==> config.mk <==
export PLATFORM = sky130hd
export DESIGN_NAME = wkst_wake_status
export DESIGN_NICKNAME = d
export VERILOG_FILES = /design/src/wkst_pkg.sv /design/src/wkst_wake_status.sv
export VERILOG_INCLUDE_DIRS = /design/src /design/src/src
export SDC_FILE = /design/constraint.sdc
export NUM_CORES = 1
export LEC_CHECK = 0
export ABC_AREA = 1
export ABC_CLOCK_PERIOD_IN_PS = 2000
export BUFFER_PORTS_ARGS = -buffer_cell sky130_fd_sc_hd__clkbuf_2
export CAP_MARGIN = 10
export CORE_MARGIN = 1.5
export CORE_UTILIZATION = 50
export CTS_CLUSTER_SIZE = 40
export DETAILED_ROUTE_END_ITERATION = 10
export PLACE_DENSITY = 0.77
export SKIP_CTS_REPAIR_TIMING = 1
export SLEW_MARGIN = 25
export SYNTH_ARGS = -nofsm -noshare
export SYNTH_HDL_FRONTEND = slang
export SYNTH_SLANG_ARGS = --single-unit
==> constraint.sdc <==
create_clock -name aclk -period 2 [get_ports aclk]
set_clock_uncertainty 0.15 [all_clocks]
set_input_delay 0.2 -clock aclk [delete_from_list [all_inputs] [get_ports aclk]]
set_output_delay 0.2 -clock aclk [all_outputs]
set_load 0.01 [all_outputs]
==> src/wkst_params.svh <==
// Register indices, field positions, reset values and bus codes for the wake status block
//
// Overview of operation
// - Every wake status bit follows its own source, regardless of the source enable or global enable.
// - A wake event from a source sets that source's status bit to one.
// - Status four bits 0-3 are pins 30-33, bit 4 pin 41, bit 5 pin 43, bit 6 pin 60, bit 7 pin 61.
// - Status five bits 0-7 are pins 50-57 in order.
// - Writing one to a status bit clears it and writing zero leaves it alone.
// - Status registers clear to zero only on the standby power-on reset.
// - The location after status five is reserved, read-only, and reads zero.
// - The wake request output goes low when a source's enable, its status and the global enable are all one.
// - A source with its enable at zero still updates its status but never requests wake.
// - Enable one bits are infrared, ring two, ring one, keyboard, mouse, specific key, fan one, fan two.
// - Enable one clears to zero only on the standby power-on reset.
// - The enable bits choose which sources drive the shared wake request, and software reads and writes all eight.
`ifndef WKST_PARAMS_SVH
`define WKST_PARAMS_SVH

// Register indices; byte address is four times the index
`define WKST_IDX_STATUS_ONE  6'h04
`define WKST_IDX_STATUS_FOUR 6'h07
`define WKST_IDX_STATUS_FIVE 6'h08
`define WKST_IDX_RESERVED    6'h09
`define WKST_IDX_ENABLE_ONE  6'h0A
`define WKST_IDX_CONTROL     6'h10
`define WKST_IDX_IRQ_STATUS  6'h11
`define WKST_IDX_IRQ_MASK    6'h12

// Field positions
`define WKST_CTRL_GLOBAL_BIT 0
`define WKST_IRQ_NEW_BIT     0
`define WKST_IRQ_WAKE_BIT    1

// Reset values
`define WKST_RESET_BYTE      8'h00
`define WKST_RESET_IRQ       2'h0

// Bus answers
`define WKST_RESP_OKAY       2'h0
`define WKST_RESP_SLVERR     2'h2

`endif

==> src/wkst_pkg.sv <==
// Types shared by the wake status block
package wkst_pkg;

  typedef struct packed {
    logic [7:0] group_one;
    logic [7:0] group_four;
    logic [7:0] group_five;
  } wkst_src_t;

  typedef struct packed {
    wkst_src_t  sync1;
    wkst_src_t  sync2;
    wkst_src_t  status;
    logic [7:0] enable_one;
    logic       global_en;
    logic [1:0] irq_status;
    logic [1:0] irq_mask;
    logic       wake_active;
    logic       aw_full;
    logic [7:0] aw_addr;
    logic       w_full;
    logic [7:0] w_data;
    logic       w_lane;
    logic       bvalid;
    logic [1:0] bresp;
    logic       rvalid;
    logic [7:0] rdata;
    logic [1:0] rresp;
  } wkst_state_t;

endpackage

==> src/wkst_wake_status.sv <==
// Wake event status, enable and wake request logic with an AXI4-Lite register slave
`timescale 1ns/100ps
`include "wkst_params.svh"

module wkst_wake_status (
  // Clock and standby power-on reset
  input  wire logic               aclk,
  input  wire logic               aresetn,
  // Wake sources from pins
  input  wire wkst_pkg::wkst_src_t wake_src,
  // Wake request to power management and interrupt request
  output logic                    wake_request_out_n,
  output logic                    irq,
  // AXI4-Lite write address
  input  wire logic               awvalid,
  output logic                    awready,
  input  wire logic [7:0]         awaddr,
  input  wire logic [2:0]         awprot,
  // AXI4-Lite write data
  input  wire logic               wvalid,
  output logic                    wready,
  input  wire logic [31:0]        wdata,
  input  wire logic [3:0]         wstrb,
  // AXI4-Lite write response
  output logic                    bvalid,
  input  wire logic               bready,
  output logic [1:0]              bresp,
  // AXI4-Lite read address
  input  wire logic               arvalid,
  output logic                    arready,
  input  wire logic [7:0]         araddr,
  input  wire logic [2:0]         arprot,
  // AXI4-Lite read data
  output logic                    rvalid,
  input  wire logic               rready,
  output logic [31:0]             rdata,
  output logic [1:0]              rresp
);
  import wkst_pkg::*;

  wkst_state_t st_reg;
  wkst_state_t st_next;
  wkst_src_t   set_bits;
  wkst_src_t   clr_bits;
  logic [1:0]  irq_events;
  logic        irq_rd_clr;
  logic [5:0]  w_idx;
  logic [5:0]  r_idx;

  ////////////////////////////////////////////////////////////////////////////
  // Bus handshake outputs

  assign awready            = !st_reg.aw_full;
  assign wready             = !st_reg.w_full;
  assign arready            = !st_reg.rvalid;
  assign bvalid             = st_reg.bvalid;
  assign bresp              = st_reg.bresp;
  assign rvalid             = st_reg.rvalid;
  assign rdata              = {24'h000000, st_reg.rdata};
  assign rresp              = st_reg.rresp;
  assign wake_request_out_n = !st_reg.wake_active;
  assign irq                = |(st_reg.irq_status & st_reg.irq_mask);
  assign w_idx              = st_reg.aw_addr[7:2];
  assign r_idx              = araddr[7:2];

  ////////////////////////////////////////////////////////////////////////////
  // Next state

  always_comb begin
    st_next    = st_reg;
    clr_bits   = '0;
    irq_rd_clr = 1'b0;

    // Two-stage synchroniser on the pins
    st_next.sync1 = wake_src;
    st_next.sync2 = st_reg.sync1;

    // Address and data may arrive in either order
    if (awvalid && !st_reg.aw_full) begin
      st_next.aw_full = 1'b1;
      st_next.aw_addr = awaddr;
    end
    if (wvalid && !st_reg.w_full) begin
      st_next.w_full = 1'b1;
      st_next.w_data = wdata[7:0];
      st_next.w_lane = wstrb[0];
    end
    if (st_reg.bvalid && bready) begin
      st_next.bvalid = 1'b0;
    end

    // Commit once both halves are held and the previous response is gone
    if (st_reg.aw_full && st_reg.w_full && !st_reg.bvalid) begin
      st_next.aw_full = 1'b0;
      st_next.w_full  = 1'b0;
      st_next.bvalid  = 1'b1;
      st_next.bresp   = `WKST_RESP_OKAY;
      unique case (w_idx)
        `WKST_IDX_STATUS_ONE: begin
          if (st_reg.w_lane) clr_bits.group_one = st_reg.w_data;
        end
        `WKST_IDX_STATUS_FOUR: begin
          if (st_reg.w_lane) clr_bits.group_four = st_reg.w_data;
        end
        `WKST_IDX_STATUS_FIVE: begin
          if (st_reg.w_lane) clr_bits.group_five = st_reg.w_data;
        end
        `WKST_IDX_RESERVED: begin
          // Read-only slot, write accepted and dropped
        end
        `WKST_IDX_ENABLE_ONE: begin
          if (st_reg.w_lane) st_next.enable_one = st_reg.w_data;
        end
        `WKST_IDX_CONTROL: begin
          if (st_reg.w_lane) st_next.global_en = st_reg.w_data[`WKST_CTRL_GLOBAL_BIT];
        end
        `WKST_IDX_IRQ_STATUS: begin
          // Cleared by reading, writes have no effect
        end
        `WKST_IDX_IRQ_MASK: begin
          if (st_reg.w_lane) st_next.irq_mask = st_reg.w_data[1:0];
        end
        default: begin
          st_next.bresp = `WKST_RESP_SLVERR;
        end
      endcase
    end

    // Read side
    if (st_reg.rvalid && rready) begin
      st_next.rvalid = 1'b0;
    end
    if (arvalid && !st_reg.rvalid) begin
      st_next.rvalid = 1'b1;
      st_next.rresp  = `WKST_RESP_OKAY;
      st_next.rdata  = 8'h00;
      unique case (r_idx)
        `WKST_IDX_STATUS_ONE:  st_next.rdata = st_reg.status.group_one;
        `WKST_IDX_STATUS_FOUR: st_next.rdata = st_reg.status.group_four;
        `WKST_IDX_STATUS_FIVE: st_next.rdata = st_reg.status.group_five;
        `WKST_IDX_RESERVED:    st_next.rdata = 8'h00;
        `WKST_IDX_ENABLE_ONE:  st_next.rdata = st_reg.enable_one;
        `WKST_IDX_CONTROL:     st_next.rdata = {7'h00, st_reg.global_en};
        `WKST_IDX_IRQ_STATUS: begin
          st_next.rdata = {6'h00, st_reg.irq_status};
          irq_rd_clr    = 1'b1;
        end
        `WKST_IDX_IRQ_MASK:    st_next.rdata = {6'h00, st_reg.irq_mask};
        default: begin
          st_next.rresp = `WKST_RESP_SLVERR;
        end
      endcase
    end

    // Sticky status; a source still high re-sets in the same cycle as a clear
    set_bits       = st_reg.sync2;
    st_next.status = (st_reg.status & ~clr_bits) | set_bits;

    // Only group one sources have enables here
    st_next.wake_active = st_reg.global_en && |(st_reg.status.group_one & st_reg.enable_one);

    irq_events[`WKST_IRQ_NEW_BIT]  = |(set_bits & ~st_reg.status);
    irq_events[`WKST_IRQ_WAKE_BIT] = st_next.wake_active && !st_reg.wake_active;
    st_next.irq_status = (irq_rd_clr ? `WKST_RESET_IRQ : st_reg.irq_status) | irq_events;
  end

  ////////////////////////////////////////////////////////////////////////////
  // State register; aresetn is the standby power-on reset only

  always_ff @(posedge aclk) begin
    if (!aresetn) begin
      st_reg                  <= '0;
      st_reg.status           <= '{`WKST_RESET_BYTE, `WKST_RESET_BYTE, `WKST_RESET_BYTE};
      st_reg.enable_one       <= `WKST_RESET_BYTE;
      st_reg.irq_status       <= `WKST_RESET_IRQ;
    end else begin
      st_reg <= st_next;
    end
  end

endmodule

# Word-level counts from Yosys, hierarchy flattened
# Cells that the tools add are included.
word_totals:
  reg_bits: 119
  latch_bits: 0
  ram_bits: 0
  mem_bits_ro: 0
  input_bits: 89
  out_inout_bits: 43
  wordCells: 89
  n_memories: 0
classes:
  add_sub_neg: 0
  mul: 0
  div: 0
  n_lt_le_gt_ge: 0
  n_eq_ne: 16
  shifts: 0
  n_mux: 15
  bitwise: 9
  n_reduce_logical: 25
ops:
  columns: ["op", "n"]
  rows:
  - ["one-hot mux 8 bit (7 select lines)", 1]
  - ["bitwise AND 24 bit", 2]
  - ["NOT 24 bit", 2]
  - ["== test 6 x 4 -> 1 bit, second input constant", 6]
  - ["== test 6 x 5 -> 1 bit, second input constant", 6]
  - ["2-to-1 mux 8 bit", 4]
  - ["== test 6 x 3 -> 1 bit, second input constant", 4]
  - ["2-to-1 mux 24 bit", 1]
  - ["bitwise OR 24 bit", 1]
  - ["OR reduction 24 bit", 1]
  - ["OR reduction 8 bit", 3]
  - ["2-to-1 mux 11 bit", 1]
  - ["logical AND 1 bit", 9]
  - ["AND reduction 3 bit", 3]
  - ["bitwise AND 8 bit", 1]
  - ["2-to-1 mux 2 bit", 3]
  - ["logical NOT 1 bit", 5]
  - ["2-to-1 mux 1 bit", 4]
  - ["nonzero test 2 bit", 2]
  - ["OR reduction 2 bit", 2]
  - ["2-to-1 mux 3 bit", 1]
  - ["bitwise AND 2 bit", 1]
  - ["bitwise OR 2 bit", 1]
  - ["NOT 1 bit", 1]

# Longest topological paths before layout
logic_depth:
  ltp_word: 6
  mapped_depth: 9
  ltp_nobuf: 9

# Worst setup path before layout
# No wires, ideal clock.
synth_path:
  path_type: "reg-to-reg"
  startpoint: "reg st_reg[23] in the netlist's numbering"
  endpoint: "reg st_reg[57] in the netlist's numbering"
  setup_ns: 0.132
  arrival_time_ns: 1.130
  required_time_ns: 1.718
  setup_slack_ns: 0.587
  path_stages_with_launch: 9
  n_path_buf: 1
  period_less_slack_ns: 1.413
  cell_sequence: "dfxtp_1 > inv_2 > nor3_2 > inv_2 > nor2_4 > buf_6 > nand2_1 > o21ai_1 > a21oi_1"
synth_between:
  elab_chain_cells: 6
synth_lines:
  columns: ["element", "line", "source"]
  rows:
  - ["from (decl)", "wkst_wake_status.sv:41", "wkst_state_t st_reg;"]
  - ["from (signal assigned)", "wkst_wake_status.sv:177", "st_reg <= st_next;"]
  - ["logical AND 1 bit (2 in series)", "wkst_wake_status.sv:93", "if (st_reg.aw_full && st_reg.w_full && !st_reg.bvalid) begin"]
  - ["2-to-1 mux 24 bit", "wkst_wake_status.sv:93", null]
  - ["NOT 24 bit", "wkst_wake_status.sv:157", "st_next.status = (st_reg.status & ~clr_bits) | set_bits;"]
  - ["bitwise AND 24 bit", "wkst_wake_status.sv:157", null]
  - ["bitwise OR 24 bit", "wkst_wake_status.sv:157", null]
# Every way passes these cells.
# A chain may end at the register's enable or synchronous reset.

# Final worst setup path
layout_path:
  startpoint: "reg st_reg[23] in the netlist's numbering"
  endpoint: "reg st_reg[47] in the netlist's numbering"
# The elaborated chain is that of the path after synthesis.

==> impl_summary.txt <==
----------------------------------------------------
[Floorplan]
  Number of standard-cell rows in the floorplan ... 35
  Top-level I/O count ... 132
  Area of the placeable core ... 9200 µm²
  Vertical extent of the die ... 100 µm
  Die X ... 100 µm
  Starting Density ... 51.2%
  Full die area ... 10,000 µm²

[Clock network]
  CTS tree ... yes
  Number of clock sinks seen by CTS ... 115
  CTS Root Cell ... sky130_fd_sc_hd__clkbuf_8
  Clock buffer count from CTS ... 17
  H-tree depth reported by CTS ... 4
  Clock-pin slew reported for the worst setup and hold paths after clock tree synthesis ... 60 ps
  Clock latency on the worst-skew pair ... 510 ps
  Max Buffers Root-to-Sink ... 2

[Logic synthesis]
  Count of state elements after synthesis ... 115
  Number of distinct library cell variants in the gate-level netlist after synthesis ... 31
  Post-synth top area share ... 48.9%
  Area fraction in and, or, nand and nor cells after synthesis ... 22.9%
  Syn avg cell area ... 7.32 µm²
  Fraction of synthesized cell area in xor and xnor cells ... 0%
  Share of synthesized area occupied by flip-flops and latches ... 48.9%
  Cell type with the highest aggregate area in the netlist ... sky130_fd_sc_hd__dfxtp_1
  Adder-cell share of the synthesized area ... 0%
  Cells after Synth ... 643
  Cell Area, Synth ... 4710 µm²
  Post-synthesis compound-gate area fraction ... 12.5%
  Yosys warns ... 0
  Main area contributors after synthesis ... sky130_fd_sc_hd__dfxtp_1 (49%), sky130_fd_sc_hd__nand2_1 (12%), sky130_fd_sc_hd__inv_1 (8.0%), sky130_fd_sc_hd__buf_4 (5.7%), sky130_fd_sc_hd__a21oi_1 (5.0%)
  Combinational family with the most area after synthesis ... simple AND/OR/NAND/NOR gates
  Multiplexer share of the synthesized area ... 0%

[Worst hold path]
  Startpoint of the most critical hold path ... arvalid
  Hold-critical path depth ... 5
  End point of the worst hold path ... rdata[2]$_SDFFE_PN0N_
  Class of the worst hold path ... primary input to flop

[Finish]
  Summed area of non-filler cells in the final layout ... 6060 µm²
  Area Overhead vs Synth ... 28.8%
  Number of filler instances in the final layout ... 773
  Number of nets in the layout ... 844
  Max FFs per register ... 55
  Leading cell types in the layout, fill and taps excluded ... sky130_fd_sc_hd__nand2_1 (154), sky130_fd_sc_hd__dfxtp_1 (115), sky130_fd_sc_hd__inv_1 (100), sky130_fd_sc_hd__clkbuf_2 (68), sky130_fd_sc_hd__nor2_1 (58)
  Commonest non-fill, non-tap cell in the layout ... sky130_fd_sc_hd__nand2_1
  Antenna diode count ... 0
  Proportion of layout cells with a drive suffix above 1 ... 16.3%

[Drt]
  Number of design-rule violations left by the first detailed-router iteration ... 244
  Total DRC errors in the routed layout ... 0
  Met3 routed wirelength ... 512 µm
  Uppermost layer routed ... met4
  DR vias/cell ... 4.87
  Met2 wire len ... 5370 µm
  Count of antenna-violating nets left after detailed routing ... 0
  Routed wire per std cell ... 12.0 µm
  M1 wire length ... 4350 µm
  Final routed wirelength across all metal layers ... 10,500 µm
  Total vias in the final route ... 4,282
  First-pass iteration count of the detailed router ... 5

[Global routing]
  Pin count of the biggest net entering global routing ... 55
  Global route overflow ... 0
  Via count of the first global-routing pass ... 3,839
  Number of antenna violations at the first check in global routing ... 0
  Global routing usage summed across all routing layers ... 21.2%
  First-pass GRT wire length ... 16,600 µm

[Critical path]
  Crit path launch type ... flop
  Source of the worst register-to-register timing path ... st_reg[23]$_SDFFE_PP0P_
  Critical Path Fanout Max ... 12
  Type of the worst setup path ... flop to flop
  Worst R2R Setup Slack ... 260 ps
  Worst Path Required ... 2230 ps
  R2R depth ... 7
  CP Data Arrival Time ... 1970 ps
  Endpoint of the lowest-slack register-to-register path ... st_reg[47]$_SDFF_PN0_
  Type of destination of the critical path ... flop

[STA]
  Post-route clock period utilization ... 86.9%
  RSZ-0062 raised after global routing ... false
  Number of max-slew violations in the final report ... 0
  WHS ... -1.01 ps
  Endpoints failing hold ... 2
  Transition at the pin with the smallest max-transition slack ... 528 ps
  Peak Freq ... 575 MHz
  Total negative slack ... 0 ps
  Number of failing setup endpoints in the final timing report ... 0
  Final worst path period need ... 1740 ps
  Headroom to the max-slew limit ... 64.8%

[Placement]
  Final weighted congestion of routability-driven global placement ... 0.899
  Final HPWL DP ... 7000 µm
  PortBufs ... 68
  Placed cell area ... 4980 µm²

[Status]
  Failing checks ... negative hold slack
  Status ... finished, violations left

[Job]
  Number of maximum-capacitance violations ... 0

[Power and ir drop]
  Maximum ir drop on the vdd rail ... 0.000691 V
  Static Leakage ... 3.02 nW
  PwrDens ... 992 nW/µm²

----------------------------------------------------
-- Yosys cell counts, drive strengths merged --
master,instances
o22ai,9
o21a,1
buf,39
nand2,157
a21oi,47
or2,5
clkbuf,11
clkinv,2
nand3,20
o31ai,1
a22o,1
nand4,6
dfxtp,115
a221oi,2
nor2,65
nand3b,1
inv,105
nor3,3
o21ai,50
o211ai,1
nor3b,1
conb,1
-- layout make-up --
| class | count | area, µm² | area share (%) |
|---|---|---|---|
| multi-input combinational | 396 | 1770 | 29.1 |
| sequential | 115 | 2300 | 38.0 |
| inverter | 107 | 402 | 6.62 |
| clock buffer | 19 | 442 | 7.28 |
| tap | 111 | 139 | 2.29 |
| timing repair buffer | 118 | 831 | 13.7 |
| clock inverter | 13 | 183 | 3.01 |
-- cell families (layout without fill, tap and decap cells) --
group	after synthesis	after routing
compound gates	112	112
buf+inv	157	257
flops	115	115
other cells	1	26
simple gates	258	258
-- worst max-delay path, cell delays in order, from the launching register on --
cell	delay [ps]
sky130_fd_sc_hd__dfxtp_1	340
sky130_fd_sc_hd__inv_2	50
sky130_fd_sc_hd__nor3_2	220
sky130_fd_sc_hd__inv_2	90
sky130_fd_sc_hd__nor2_4	250
sky130_fd_sc_hd__nand2_1	190
sky130_fd_sc_hd__o21ai_0	230
sky130_fd_sc_hd__a21oi_1	100
-- per-stage QoR --
| stage | setup slack (ps) | util (%) | cells | total power, mW |
|---|---|---|---|---|
| 4_1_cts | 292 | 60.9 | 833 | 5.98 |
| 5_1_grt | 116 | 65.9 | 879 | 6.24 |
| 3_3_place_gp | 374 | 54.1 | 801 | 2.86 |
| 6_report | 262 | 65.9 | 879 | 6.01 |
| 2_1_floorplan | 587 | - | 668 | 2.78 |
| 3_5_place_dp | 284 | 54.1 | 801 | 2.87 |
-- power breakdown --
part           total, mW  switching, mW  internal [mW]  leakage (nW)
registers           2.46         0.0610           2.40         0.946
clock network       3.11           1.02           2.08         0.296
logic              0.447          0.257          0.190          1.78
-- worst max path at each step --
stage	startpoint	endpoint	slack, ps	cells after the start
after floorplan	st_reg[23]$_SDFFE_PP0P_	st_reg[57]$_SDFF_PN0_	590	8
after global routing	wvalid	st_reg[14]$_SDFFE_PN0P_	120	7
after global placement	st_reg[23]$_SDFFE_PP0P_	st_reg[47]$_SDFF_PN0_	370	7
after CTS	st_reg[23]$_SDFFE_PP0P_	st_reg[55]$_SDFF_PN0_	290	7
final	st_reg[23]$_SDFFE_PP0P_	st_reg[47]$_SDFF_PN0_	260	7
after detailed placement	st_reg[23]$_SDFFE_PP0P_	st_reg[55]$_SDFF_PN0_	280	7
-- metal layers --
metal / up-vias / global-route usage (%)
met1: 1944 / 23.7
met5: - / 0
met2: 135 / 36.7
met4: 0 / 11.4
met3: 35 / 5.71
li1: 2168 / -
Note: power is estimated with default switching activity, not from simulation.
